--- config.mk ---
export PLATFORM = sky130hd
export DESIGN_NAME = spu_port
export DESIGN_NICKNAME = d
export VERILOG_FILES = /design/src/verilog/spu_pkg.sv /design/src/verilog/spu_port.sv
export VERILOG_INCLUDE_DIRS = /design/src /design/src/verilog
export SDC_FILE = /design/constraint.sdc
export NUM_CORES = 1
export LEC_CHECK = 0
export ABC_AREA = 0
export BUFFER_PORTS_ARGS = -buffer_cell sky130_fd_sc_hd__buf_4
export CORE_MARGIN = 5
export CORE_UTILIZATION = 55
export DETAILED_ROUTE_END_ITERATION = 16
export PLACE_DENSITY = 0.88
export SETUP_SLACK_MARGIN = 0.1
export SYNTH_ARGS = -nofsm -noshare
export SYNTH_HDL_FRONTEND = slang
export SYNTH_SLANG_ARGS = --single-unit
--- constraint.sdc ---
create_clock -name clk_sys -period 5.5 [get_ports clk_sys]
set_input_delay 0.55 -clock clk_sys [delete_from_list [all_inputs] [get_ports clk_sys]]
set_output_delay 0.55 -clock clk_sys [all_outputs]
set_load 0.01 [all_outputs]
--- src/verilog/spu_regs.svh ---
// Notes on behaviour
// - as master drive master-out; as slave it is an input.
// - data moves msb first; master-out carries shift register top bit.
// - slave-out floats when disabled or 4-wire slave not selected.
// - 3-wire slave drives slave-out from shift register top bit always.
// - master generates serial clock; slave receives it as input.
// - 4-wire slave ignores serial clock while select is high.
// - select mode 00: 3-wire, select unused, slave always selected.
// - select mode 01: select is input; low select enables slave.
// - mode 01 master: falling select edge clears master enable.
// - mode 1x: select pin driven at low bit level, as master or as slave.
// - select pin routed only in 4-wire modes.
// - master enable bit is bit 6 of control register.
// - data write loads transmit buffer; empty shifter starts transfer.
// - master shifts out at once while supplying serial clock.
// - transfer done flag, bit 7 of control, set at end.
// - enabled interrupts raise request when done flag sets.
`ifndef SPU_REGS_SVH
`define SPU_REGS_SVH
`define SPU_ADDR_CTRL    4'h0
`define SPU_ADDR_DATA    4'h4
`define SPU_ADDR_CLKDIV  4'h8
`define SPU_ADDR_STAT    4'hC
`define SPU_BIT_DONE     7
`define SPU_BIT_MASTER_ENABLE_BIT    6
`define SPU_BIT_MODEERR  5
`define SPU_BIT_ENABLE   0
`define SPU_CTRL_RESET   8'h04
`define SPU_CLKDIV_RESET 8'h01
`define SPU_BITS         4'h8
`define SPU_ADDR_IRQST   5'h10
`define SPU_ADDR_IRQEN   5'h14
`define SPU_ADDR_IRQCLR  5'h18
`endif

--- src/verilog/spu_pkg.sv ---
package spu_pkg;
  typedef struct packed {
    logic sck_i;
    logic mosi_i;
    logic miso_i;
    logic nss_i;
  } spu_pin_in_s;
  typedef struct packed {
    logic sck_o;
    logic sck_oe;
    logic mosi_o;
    logic mosi_oe;
    logic miso_o;
    logic miso_oe;
    logic nss_o;
    logic nss_oe;
  } spu_pin_out_s;
  typedef enum logic [1:0] {
    SPU_IDLE, SPU_LEAD, SPU_TRAIL
  } spu_state_e;
endpackage

--- src/verilog/spu_port.sv ---
`timescale 1ns/1ps
`include "spu_regs.svh"
module spu_port (
  input  wire logic                clk_sys,
  input  wire logic                rst,
  input  wire logic                ce,
  input  wire logic [4:0]          wb_adr_i,
  input  wire logic [31:0]         wb_dat_i,
  output logic      [31:0]         wb_dat_o,
  input  wire logic                wb_we_i,
  input  wire logic [3:0]          wb_sel_i,
  input  wire logic                wb_cyc_i,
  input  wire logic                wb_stb_i,
  output logic                     wb_ack_o,
  output logic                     irq,
  input  wire spu_pkg::spu_pin_in_s  pin_in,
  output spu_pkg::spu_pin_out_s      pin_out
);
  import spu_pkg::*;

  // control: 7 done, 6 master, 5 mode error, 3:2 select mode, 0 enable
  logic [7:0]  ctrl;
  logic [7:0]  clkdiv;
  logic [7:0]  txbuf;
  logic        txfull;
  logic [7:0]  shreg;
  logic [7:0]  rxdata;
  logic [3:0]  bitcnt;
  logic [7:0]  divcnt;
  logic        sck_m;
  logic        miso_smp;
  logic [1:0]  irq_st;
  logic [1:0]  irq_en;
  spu_state_e  state;
  spu_pin_in_s s1;
  spu_pin_in_s s2;
  logic        sck_d;
  logic        nss_d;
  logic        ack_r;

  wire       enable   = ctrl[`SPU_BIT_ENABLE];
  wire       master   = ctrl[`SPU_BIT_MASTER_ENABLE_BIT];
  wire [1:0] selmode  = ctrl[3:2];
  wire       four_in  = selmode == 2'b01;
  wire       acc      = wb_cyc_i & wb_stb_i & ~ack_r & ce;
  wire       wr       = acc & wb_we_i & wb_sel_i[0];
  wire       wr_ctrl  = wr & (wb_adr_i == {1'b0, `SPU_ADDR_CTRL});
  wire       wr_data  = wr & (wb_adr_i == {1'b0, `SPU_ADDR_DATA});
  wire       wr_div   = wr & (wb_adr_i == {1'b0, `SPU_ADDR_CLKDIV});
  wire       wr_ien   = wr & (wb_adr_i == `SPU_ADDR_IRQEN);
  wire       wr_iclr  = wr & (wb_adr_i == `SPU_ADDR_IRQCLR);
  // three-wire slave always selected; low select enables slave
  wire       selected = (selmode == 2'b00) | (four_in & ~s2.nss_i);
  // serial clock seen only while selected
  wire       slv_act  = enable & ~master & selected;
  wire       sck_rise = slv_act & s2.sck_i & ~sck_d;
  wire       sck_fall = slv_act & ~s2.sck_i & sck_d;
  // falling select edge while master in mode 01
  wire       nss_fall = enable & master & four_in & nss_d & ~s2.nss_i;
  wire       tick     = divcnt == 8'h00;
  wire       m_busy   = state != SPU_IDLE;
  wire       m_start  = enable & master & ~m_busy & (txfull | wr_data);
  wire       last_bit = bitcnt == (`SPU_BITS - 4'h1);
  wire       m_done   = m_busy & tick & (state == SPU_TRAIL) & last_bit;
  wire       s_done   = sck_rise & last_bit;
  wire       done     = m_done | s_done;
  wire       s_load   = ~master & ~slv_act;

  always_ff @(posedge clk_sys or posedge rst) begin
    if (rst) begin
      // select idles high so no false select fall follows reset
      s1    <= spu_pin_in_s'(4'h1);
      s2    <= spu_pin_in_s'(4'h1);
      sck_d <= 1'b0;
      nss_d <= 1'b1;
    end else if (ce) begin
      s1    <= pin_in;
      s2    <= s1;
      sck_d <= s2.sck_i;
      nss_d <= s2.nss_i;
    end
  end

  always_ff @(posedge clk_sys or posedge rst) begin
    if (rst) begin
      ctrl <= `SPU_CTRL_RESET;
    end else if (ce) begin
      if (wr_ctrl) begin
        ctrl[6:0] <= wb_dat_i[6:0];
      end
      // lose master role on select fall
      if (nss_fall) begin
        ctrl[`SPU_BIT_MASTER_ENABLE_BIT]   <= 1'b0;
        ctrl[`SPU_BIT_MODEERR] <= 1'b1;
      end
      // done sets, only software zero clears; set wins
      if (done) begin
        ctrl[`SPU_BIT_DONE] <= 1'b1;
      end else if (wr_ctrl & ~wb_dat_i[`SPU_BIT_DONE]) begin
        ctrl[`SPU_BIT_DONE] <= 1'b0;
      end
    end
  end

  always_ff @(posedge clk_sys or posedge rst) begin
    if (rst) begin
      clkdiv <= `SPU_CLKDIV_RESET;
      irq_en <= 2'b00;
      irq_st <= 2'b00;
    end else if (ce) begin
      if (wr_div) begin
        clkdiv <= wb_dat_i[7:0];
      end
      if (wr_ien) begin
        irq_en <= wb_dat_i[1:0];
      end
      // sticky event bits, set wins over clear
      irq_st <= (irq_st & ~({2{wr_iclr}} & wb_dat_i[1:0]))
                | {nss_fall, done};
    end
  end

  always_ff @(posedge clk_sys or posedge rst) begin
    if (rst) begin
      txbuf  <= 8'h00;
      txfull <= 1'b0;
    end else if (ce) begin
      if (wr_data) begin
        txbuf <= wb_dat_i[7:0];
      end
      if (m_start | (s_load & txfull)) begin
        txfull <= 1'b0;
      end else if (wr_data) begin
        txfull <= 1'b1;
      end
    end
  end

  always_ff @(posedge clk_sys or posedge rst) begin
    if (rst) begin
      state  <= SPU_IDLE;
      shreg  <= 8'h00;
      rxdata <= 8'h00;
      bitcnt <= 4'h0;
      divcnt <= 8'h00;
      sck_m  <= 1'b0;
      miso_smp <= 1'b0;
    end else if (ce) begin
      divcnt <= (tick | ~m_busy) ? clkdiv : divcnt - 8'h01;
      unique case (state)
        SPU_IDLE: begin
          sck_m <= 1'b0;
          if (m_start) begin
            shreg  <= txfull ? txbuf : wb_dat_i[7:0];
            bitcnt <= 4'h0;
            state  <= SPU_LEAD;
          end else if (s_load) begin
            bitcnt <= 4'h0;
            if (txfull) begin
              shreg <= txbuf;
            end
          end else if (sck_rise) begin
            shreg  <= {shreg[6:0], s2.mosi_i};
            bitcnt <= last_bit ? 4'h0 : bitcnt + 4'h1;
            if (last_bit) begin
              rxdata <= {shreg[6:0], s2.mosi_i};
            end
          end
        end
        SPU_LEAD: begin
          if (~master | ~enable) begin
            state <= SPU_IDLE;
          end else if (tick) begin
            // sample slave-out on the rise, keep master-out steady
            sck_m    <= 1'b1;
            miso_smp <= s2.miso_i;
            state    <= SPU_TRAIL;
          end
        end
        SPU_TRAIL: begin
          if (~master | ~enable) begin
            state <= SPU_IDLE;
          end else if (tick) begin
            // shift on the fall so master-out never moves at a rise
            sck_m  <= 1'b0;
            shreg  <= {shreg[6:0], miso_smp};
            bitcnt <= last_bit ? 4'h0 : bitcnt + 4'h1;
            state  <= last_bit ? SPU_IDLE : SPU_LEAD;
            if (last_bit) begin
              rxdata <= {shreg[6:0], miso_smp};
            end
          end
        end
      endcase
    end
  end

  wire [7:0] stat_rd = {4'h0, s2.nss_i, txfull, m_busy, ~txfull};
  wire [7:0] rd_mux  =
    (wb_adr_i == {1'b0, `SPU_ADDR_CTRL})   ? ctrl   :
    (wb_adr_i == {1'b0, `SPU_ADDR_DATA})   ? rxdata :
    (wb_adr_i == {1'b0, `SPU_ADDR_CLKDIV}) ? clkdiv :
    (wb_adr_i == {1'b0, `SPU_ADDR_STAT})   ? stat_rd :
    (wb_adr_i == `SPU_ADDR_IRQST)          ? {6'h00, irq_st} :
    (wb_adr_i == `SPU_ADDR_IRQEN)          ? {6'h00, irq_en} : 8'h00;

  always_ff @(posedge clk_sys or posedge rst) begin
    if (rst) begin
      ack_r    <= 1'b0;
      wb_dat_o <= 32'h0000_0000;
      irq      <= 1'b0;
    end else if (ce) begin
      ack_r    <= acc;
      wb_dat_o <= {24'h00_0000, rd_mux};
      irq      <= |(irq_st & irq_en);
    end
  end
  assign wb_ack_o = ack_r;

  // slave shifts on rising clock edge; slave-out is its register top bit
  wire slv_out_oe = enable & ~master & selected;
  always_comb begin
    pin_out = '0;
    // master drives master-out from shifter top bit
    pin_out.mosi_o  = shreg[7];
    pin_out.mosi_oe = enable & master;
    // serial clock driven only as master
    pin_out.sck_o   = sck_m;
    pin_out.sck_oe  = enable & master;
    pin_out.miso_o  = shreg[7];
    pin_out.miso_oe = slv_out_oe;
    // select pin driven only in mode 1x
    pin_out.nss_o   = ctrl[2];
    pin_out.nss_oe  = enable & selmode[1];
  end
  // sck_fall reserved for phase alignment; the shifter holds msb until rise
  wire unused_ok = sck_fall;
endmodule

* Yosys cells after proc, flatten, opt, wreduce, memory -nomap -nowiden
Index checks and enable logic that the tools add are counted.
** Word-level totals
- Register bits after elaboration :: 81
- Bits of input ports :: 51
- Output and inout port bits :: 42
** Operators by class
- Add/sub/neg operators :: 2
- Equality and inequality tests :: 24
- Muxes and demuxes :: 48
- Bitwise logic cells :: 50
- Reduce and logical (&&, ||, !) cells :: 23
** Operators by type and width (count)
- $mux W8 :: 18
- $pmux W8 S2 :: 2
- $and A1 B1 Y1 :: 29
- $mux W4 :: 7
- $ne A2 B2 Y1 const B :: 10
- $mux W2 :: 8
- $eq A5 B5 Y1 const B :: 3
- $reduce_and A2 Y1 :: 7
- $eq A5 B4 Y1 const B :: 2
- $not A1 Y1 :: 10
- $reduce_and A5 Y1 :: 2
- $reduce_bool A2 Y1 :: 5
- $mux W1 :: 9
- $reduce_and A9 Y1 :: 1
- $logic_not A8 Y1 :: 1
- $ne A4 B4 Y1 const B :: 2
- $pmux W4 S2 :: 1
- $reduce_and A4 Y1 :: 2
- $sub A8 B1 Y8 const B :: 1
- $mux W7 :: 1
- $and A2 B2 Y2 :: 3
- $or A1 B1 Y1 :: 6
- $pmux W2 S3 :: 1
- $reduce_and A6 Y1 :: 1
- 13 further kinds :: 15

* Depth between registers and ports, before layout
Gate-level depths: netlist of run 1.
- Depth in word-level cells :: 11
- Depth in mapped cells :: 9
- Gate-level depth less buffers :: 8

* Worst setup path after synthesis of run 1
Ideal clock, no wire load.
- Path kind :: input -> register
- From :: input ce
- To :: register bitcnt[3]
- Setup time :: 0.104 ns
- Data arrival time :: 1.999 ns
- Slack :: 3.398 ns
- Cell stages on the path :: 6
- Path buffers :: 1
- Cell sequence :: buf_2 and3_1 a41oi_4 o2111ai_2 or3b_4 o41ai_2
** On the way
- Cells in the longest elaborated chain, start to end :: 8
- Elaborated cells between the ends (all ways) :: 10
- Those cells by class :: eq/ne: 1; mux: 2; bitwise: 6; reduce/logical: 1
** RTL lines
- start, declared :: line spu_port.sv:6 : input wire logic ce,
- $and A1 B1 Y1 :: line spu_port.sv:45 : wire acc = wb_cyc_i & wb_stb_i & ~ack_r & ce;
- $and A1 B1 Y1 (2 in a row) :: line spu_port.sv:46 : wire wr = acc & wb_we_i & wb_sel_i[0];
- $and A1 B1 Y1 :: line spu_port.sv:48 : wire wr_data = wr & (wb_adr_i == {1'b0, `SPU_ADDR_DATA});
- $or A1 B1 Y1 :: line spu_port.sv:62 : wire m_start = enable & master & ~m_busy & (txfull | wr_data);
- $and A1 B1 Y1 :: line spu_port.sv:62
- $ne A4 B4 Y1 (no line) / $mux W4 (equally long branches)
- $reduce_and A5 Y1 (no line) / $pmux W4 S2 (equally long branches)
- end signal, assigned :: line spu_port.sv:164 : bitcnt <= last_bit ? 4'h0 : bitcnt + 4'h1;
- end signal, assigned :: line spu_port.sv:187 : bitcnt <= last_bit ? 4'h0 : bitcnt + 4'h1;
- end, declared :: line spu_port.sv:28 : logic [3:0] bitcnt;
Several ways; a longest one is shown, not always the timed one.
A chain may end at the register's enable or synchronous reset.

* Worst setup path in the final report of run 1
- From :: input ce
- To :: register shreg[0]
** On the way
- Cells in the longest elaborated chain, start to end :: 8
- Elaborated cells between the ends (all ways) :: 11
- Those cells by class :: eq/ne: 2; mux: 2; bitwise: 6; reduce/logical: 1
** RTL lines
- $and A1 B1 Y1 :: line spu_port.sv:45
- $and A1 B1 Y1 (2 in a row) :: line spu_port.sv:46
- $and A1 B1 Y1 :: line spu_port.sv:48
- $or A1 B1 Y1 :: line spu_port.sv:62
- $and A1 B1 Y1 :: line spu_port.sv:62
- $ne A4 B4 Y1 (no line) / $mux W8 (equally long branches)
- $reduce_and A6 Y1 (no line) / $pmux W8 S2 (equally long branches)
- end signal, assigned :: line spu_port.sv:154 : shreg <= txfull ? txbuf : wb_dat_i[7:0];
- end signal, assigned :: line spu_port.sv:160 : shreg <= txbuf;
- end signal, assigned :: line spu_port.sv:163 : shreg <= {shreg[6:0], s2.mosi_i};
- end, declared :: line spu_port.sv:26 : logic [7:0] shreg;
Several ways; a longest one is shown, not always the timed one.

==> results by group, run 1 <==
STA
  • Fmax: ~0.39 GHz
  • Unrepaired setup endpoints after global routing: no
  • Slew margin rel.: 0.3271
  • Final hold vios: 0
  • Fin crit period: between 2 and 3 ns
  • Final Max Slew Viols: 0
  • Final count of negative-setup-slack endpoints: 0
  • Total negative slack: 0 ns
  • Final worst-path cycle share: 0.4686
  • Slew of the pin with the lowest slew margin: roughly 1 ns
  • Layout Skew: between 0.009 and 0.01 ns

GRT
  • Gr usage total: 0.2149
  • Maximum number of pins on one net before global-route repair: just over 80
  • Global-route wire length before repair: between 15 and 20 mm
  • Initial antenna violation count: 0
  • Number of global-route vias before repair: roughly 3.6k
  • GRT overflow: 0

Synth
  • Compound-gate portion of the synthesized area: 0.1647
  • Synth Instances: 463
  • Area leader, netlist: dfrtp_1
  • Syn avg cell area: roughly 9.7 µm²
  • Post-synthesis sequential area ratio: 0.4528
  • Simple-gate portion of the synthesized area: 0.1566
  • Register bit total from synthesis: between 80 and 90
  • Post-Syn Area: about 4500 µm²
  • Post-Synth XOR/XNOR Area: 0
  • Async SR Flop Fraction: 1.000
  • Most numerous cell in the Yosys netlist: dfrtp_1
  • Post-synthesis cell type count: 56
  • Area contributors post-synth: dfrtp_1 (42%), mux2_2 (9.5%), buf_4 (5.0%), a21oi_1 (4.6%), nand2_1 (4.0%)
  • Synth Area in Adders: 0.01672
  • Yosys warnings: 0
  • Main synth FF type: dfrtp_1
  • Post-synth top area share: 0.4235
  • Post-synthesis mux area share: 0.1187
  • Synth top cells by count: dfrtp_1 (76), nand2_1 (48), a21oi_1 (41)
  • Post-synth EDFFs: 0
  • Largest family of logic cells by synthesized area: compound AO/OA/AOI/OAI gates

Routing
  • Vias after detailed routing: around 3.6k
  • 1st-iter DRT viols: between 200 and 300
  • Routed WL per cell: around 17 µm
  • DR vias/cell: 6.090
  • Drt first pass iters: 5
  • Drt drc: 0
  • Final ANT Viol Nets: 0
  • Metal3 WL: roughly 930 µm
  • M1 WL: ~4.3 mm
  • Met2 wire len: just under 5 mm
  • Top layer in use: met4
  • Final wirelength: just over 10 mm

Final layout
  • Layout cell share with drive strength beyond 1: 0.2312
  • Layout area overhead: 10.28%
  • Layout fillers: around 640
  • ANT cells: 0
  • # nets final: ~550

Worst setup path
  • Worst Path Required: ~5.7 ns
  • Highest net fanout along the worst path: 55
  • Critical Path Slowest Stage Cell: or3_1
  • Worst path cell trace: buf_4, and3_1, nand4_2, or3_1, a21oi_1, o31a_1, o21ai_1
  • CP peak stage delay: 0.53 ns
  • CP Class: in2reg
  • Crit path DAT: 2.79 ns
  • Critical path launch point type: input pin
  • Crit path capture type: flop

Placed design
  • Placed wire-length estimate: 7.175 mm
  • Port Buf Inserts: between 40 and 50
  • Routability cong.: just under 0.9

Clock network
  • Cts bufs inserted: 9
  • Setup bufs post-CTS: 0
  • Clk_lat worst skew: approximately 0.36 ns
  • Root buffer cell: clkbuf_8
  • Clock Pin Slew Worst Setup and Hold Paths: approximately 0.080 ns
  • TritonCTS clock tree: yes
  • H-Tree Depth: 3
  • Clock buffer depth: 2
  • CTS hold repair buffers: 0
  • Gates resized, CTS repair: 0
  • Clk sink count: between 80 and 90

Pwr
  • PwrDens: around 310 nW/µm²
  • Switching power: between 0.4 and 0.5 mW
  • VDD IR max: approximately 0.21 mV
  • Gate power share: 0.199
  • Register share of total power: 0.456
  • Clock power share: 0.345
  • Int Pwr: around 1.1 mW
  • Switch share: 0.3054
  • Overall Power: ~1.6 mW
  • Static Leak: 2.236 nW

Min path
  • Hold Crit Class: in2reg

Floorplanning
  • Rows: 33
  • Full die area: between 10000 and 15000 µm²
  • Io pins: 93
  • Initial Util: 0.5549
  • Die X: ~100 µm
  • Die H: about 100 µm
  • Core area: 8093 µm²

Status
  • Run status: finished, final reports clean

Job
  • Total of max-cap violations: 0
-- sequential cells by signal (all words and copies together), names as in the netlist, 2 cells and up --
| name | cells |
|---|---|
| clkdiv | 8 |
| ctrl | 8 |
| divcnt | 8 |
| rxdata | 8 |
| shreg | 8 |
| txbuf | 8 |
| wb_dat_o | 8 |
| bitcnt | 4 |
| s1 | 4 |
| s2 | 4 |
| irq_en | 2 |
| irq_st | 2 |
| state | 2 |
-- cells in the final DEF, fill, tap and decap left out, types with 14 or more instances in the layout --
cell type,Yosys,final
o21ai_0,29,29
dfrtp_1,76,76
inv_1,23,22
o31ai_1,14,14
buf_4,30,42
mux2_2,38,38
nor2_1,28,28
nand2_1,48,48
conb_1,1,24
nor3_1,16,16
a21oi_1,41,41
-- critical path: cells and delay by family --
kind / cells / cell delay (ns)
buffers and inverters: 1 / 0.46
AO/OA/AOI/OAI: 3 / 0.34
AND/OR/NAND/NOR: 3 / 1.41
-- kinds of logic after synthesis --
logic type | count (synthesis)
buffers and inverters | 74
other | 1
and+or+nand+nor | 138
adders and majority gates | 6
muxes | 46
AOI/OAI and AO/OA | 117
DFF | 81
-- routing by layer --
metal | up-vias | GRT usage
met5 | - | 0
met3 | 23 | 0.05837
met4 | 0 | 0.07254
met2 | 180 | 0.3481
li1 | 1652 | -
met1 | 1787 | 0.2800
-- worst paths after layout --
kind / end / slack (ns) / cells past startpoint / from
hold reg to reg: txbuf[6] / 0.51 / 1 / txbuf[6]
setup reg to reg: shreg[4] / 3.01 / 6 / state[0]
min in group asynchronous: divcnt[1] / 0.48 / 3 / rst
hold / removal: s1[1] / 0.42 / 2 / pin_in[1]
max in group asynchronous: bitcnt[2] / 4.37 / 3 / rst
setup / recovery: shreg[0] / 2.92 / 7 / ce
-- through the flow --
stage / instances / util / setup WS, ns / cell area, µm² / hold slack, ns
floorplan: 486 / - / 2.878 / 4577 / 0.4446
global placement: 582 / 0.5818 / 2.636 / 4708 / 0.4593
detailed placement: 582 / 0.5818 / 2.591 / 4708 / 0.4724
CTS: 598 / 0.6119 / 2.964 / 4952 / 0.4145
global route: 598 / 0.6119 / 2.716 / 4952 / 0.4202
finish: 598 / 0.6119 / 2.923 / 4952 / 0.4227
-- final cells by class --
| type | instances | area, µm² | area share |
|---|---|---|---|
| Tap cell | 105 | 131.4 | 0.02653 |
| Clock buffer | 11 | 141.4 | 0.02855 |
| Clock inverter | 5 | 102.6 | 0.02072 |
| Inverter | 23 | 87.58 | 0.01769 |
| Sequential cell | 81 | 2033 | 0.4106 |
| Multi-Input combinational cell | 331 | 2141 | 0.4323 |
| Timing Repair Buffer | 42 | 315.3 | 0.06367 |
-- power by group through the flow --
stage / combinational [mW] / clock, mW / sequential, mW
after floorplan: 0.251 / 0 / 0.706
after global placement: 0.290 / 0 / 0.716
after detailed placement: 0.305 / 0 / 0.721
after CTS: 0.309 / 0.541 / 0.709
after global routing: 0.353 / 0.568 / 0.716
final: 0.310 / 0.538 / 0.711
(Power assumes the default switching activity.)
==> inputs of run 2 (changes only) <==
- clock period: 5.5 -> 2.64 ns (I/O delays scaled with it)
==> run 2 against run 1 <==
The flow now finishes with violations (negative hold slack). Clock skew grew 0.0013 ns. Clock power grew 79%. Count of clock-buffer cells in the layout shrank 1. Register-to-register slack lost 2.7 ns. Non-clock buffer count grew 8. Power grew 100%. Wire length grew 1.6%. Critical endpoint is now shreg[1].
==> results by group, run 2 (same netlist as run 1, synthesis figures left out) <==
Status
  • Run status: finished, violations left
  • Violated checks: negative hold slack

GRT
  • Met1 Use GR: 0.2913 (+0.01129)
  • Maximum number of pins on one net before global-route repair: 45 (-45%)
  • Grt met2 use: 0.3547 (+0.006626)
  • Number of global-route vias before repair: 3529 (-1.8%)
  • Gr usage total: 0.2173 (+0.002386)
  • Global-route wire length before repair: 17.32 mm (+1.1%)
  • GR peak layer: met2
  • GR Layer Usage met3: 0.03683 (-0.02154)
  • GRT overflow: 0 (unchanged)
  • Initial antenna violation count: 0 (unchanged)

STA
  • Unrepaired setup endpoints after global routing: no
  • Final hold vios: 31 (+31)
  • Total negative slack: 0 ns (unchanged)
  • Fin crit period: around 2.3 ns
  • Final worst-path cycle share: 0.8852
  • Final Max Slew Viols: 0 (unchanged)
  • Fmax: roughly 0.43 GHz
  • Slew margin rel.: 0.4714 (+0.1444)
  • Layout Skew: 0.01075 ns (+0.001263 ns)
  • Hold WS: -0.01563 ns (-0.4383 ns)
  • Slew of the pin with the lowest slew margin: 0.7829 ns (-0.2198 ns)
  • Final count of negative-setup-slack endpoints: 0 (unchanged)

Final layout
  • Non-Filler Instances: 606 (+1.3%)
  • Layout cell share with drive strength beyond 1: 0.2475 (+0.01627)
  • Layout area overhead: 11.26%
  • Layout fillers: 668 (+4.5%)
  • Reg area: 2033 µm² (unchanged)
  • # nets final: 553 (+1.5%)
  • Most frequent cells in the layout: dfrtp_1 (76), buf_4 (49), nand2_1 (48), a21oi_1 (41), mux2_2 (38)
  • Multi-input gate area: 2145 µm² (+0.18%)
  • Commonest non-fill, non-tap cell in the layout: dfrtp_1
  • ANT cells: 0 (unchanged)
  • Utilization after layout: 0.6173 (+0.005411)

Clock network
  • Root buffer cell: clkbuf_8
  • Gates resized, CTS repair: 0 (unchanged)
  • H-Tree Depth: 3 (unchanged)
  • CTS hold repair buffers: 0 (unchanged)
  • Clock buffer depth: 2 (unchanged)
  • TritonCTS clock tree: yes
  • Cts bufs inserted: 9 (unchanged)
  • Clk sink count: 81 (unchanged)
  • Clk_lat worst skew: 0.36 ns (about the same)
  • Clock Pin Slew Worst Setup and Hold Paths: 0.09 ns (about the same)
  • Setup bufs post-CTS: 0 (unchanged)

Worst setup path
  • CP peak stage delay: 0.62 ns (+0.09 ns)
  • FF-to-FF setup slack: 0.30 ns (-2.71 ns)
  • Worst R2R Path Depth: 6 (unchanged)
  • Worst path cell trace: nand2_1, a21oi_1, o31ai_1, nor3_1, a21oi_1, o31ai_1
  • Crit path DAT: 2.60 ns (-0.19 ns)
  • Crit path capture type: flop
  • CP Class: reg2reg
  • WP buf/inv: 0 (-1)
  • Worst Path Required: 2.90 ns (-2.81 ns)
  • Largest delay share family, worst path: compound AO/OA/AOI/OAI gates
  • Worst r2r src: ctrl[2]
  • Critical path launch point type: flop
  • Critical Path Slowest Stage Cell: dfstp_2
  • Highest net fanout along the worst path: 8 (-85%)
  • Worst r2r dst: shreg[1]

Floorplanning
  • Io pins: 93 (unchanged)
  • Die H: 100.4 µm (unchanged)
  • Die X: 100.4 µm (unchanged)
  • Rows: 33 (unchanged)
  • Core area: 8093 µm² (unchanged)
  • Initial Util: 0.5549 (unchanged)
  • Full die area: 10070 µm² (unchanged)

Routing
  • 1st-iter DRT viols: 275 (+0.73%)
  • DR vias/cell: 5.974 (-1.9%)
  • Vias after detailed routing: 3620 (-0.60%)
  • Drt drc: 0 (unchanged)
  • Drt first pass iters: 5 (unchanged)
  • Final ANT Viol Nets: 0 (unchanged)
  • Routed WL per cell: 17.42 µm (+0.22%)
  • Final wirelength: 10.55 mm (+1.6%)

Pwr
  • Clock power share: 0.308 (-0.037)
  • Switch share: 0.3267 (+0.02126)
  • PwrDens: 624.7 nW/µm² (+98%)
  • Int Pwr: 2.101 mW (+94%)
  • Switching power: 1.020 mW (+110%)
  • Static Leak: 2.261 nW (+1.1%)
  • Gate power share: 0.218 (+0.019)
  • Register share of total power: 0.474 (+0.018)
  • VDD IR max: 0.3522 mV (+66%)

Placed design
  • Routability cong.: 0.9103 (+1.8%)
  • Placed wire-length estimate: 7.847 mm (+9.4%)
  • Dpl cells: 590 (+1.4%)
  • Port Buf Inserts: 41 (unchanged)

Job
  • Total of max-cap violations: 0 (unchanged)

Min path
  • Hold Crit Class: in2async
## run 2: cell types whose count changed in the layout (fill, tap and decap cells not counted), sizes merged
| cell | previous run | this run |
|---|---|---|
| buf | 42 | 50 |
| bufinv | 3 | 1 |
| inv | 22 | 24 |
| clkbuf | 11 | 10 |
| clkinvlp | 1 | 2 |
## run 2: worst max path at each step
stage                    from   endpoint  cells after the start
floorplan                 rst  bitcnt[0]                      1
global placement           ce   shreg[7]                      6
detailed placement         ce   shreg[7]                      6
CTS                 divcnt[3]   shreg[1]                      5
global route            s2[0]   shreg[1]                      6
finish                ctrl[2]   shreg[1]                      6
## run 2: metal layers
layer,part of all wire,routed length (µm),up-vias
met5,0,0,-
met4,0.023,240,0
met3,0.086,906,29
met2,0.49,5134,179
met1,0.40,4272,1753
li1,-,-,1659
## run 2: area by class of cell
cell class                      instances  share of cell area
Sequential cell                        81              0.4070
Multi-Input combinational cell        331              0.4293
Inverter                               23             0.01753
Timing Repair Buffer                   50             0.07764
Clock inverter                          6             0.01478
Clock buffer                           10             0.02755
Tap cell                              105             0.02630
## run 2: stage by stage
step | hold WS, ns | area [µm²] | setup slack (ns) | total power [mW]
3_5_place_dp | 0.3911 | 4781 | 0.2521 | 2.170
5_1_grt | 0.03650 | 4996 | 0.1060 | 3.285
2_1_floorplan | 0.3808 | 4577 | 0.3042 | 1.993
6_report | -0.01563 | 4996 | 0.3030 | 3.121
3_3_place_gp | 0.3797 | 4781 | 0.3749 | 2.125
4_1_cts | 0.004661 | 4992 | 0.2932 | 3.122
## run 2: power by group through the flow
| stage | registers, mW | logic [mW] | clock network (mW) |
|---|---|---|---|
| final | 1.48 | 0.682 | 0.961 |
| after global routing | 1.50 | 0.761 | 1.02 |
| after CTS | 1.48 | 0.674 | 0.969 |
| after detailed placement | 1.50 | 0.668 | 0 |
| after global placement | 1.49 | 0.634 | 0 |
| after floorplan | 1.47 | 0.522 | 0 |
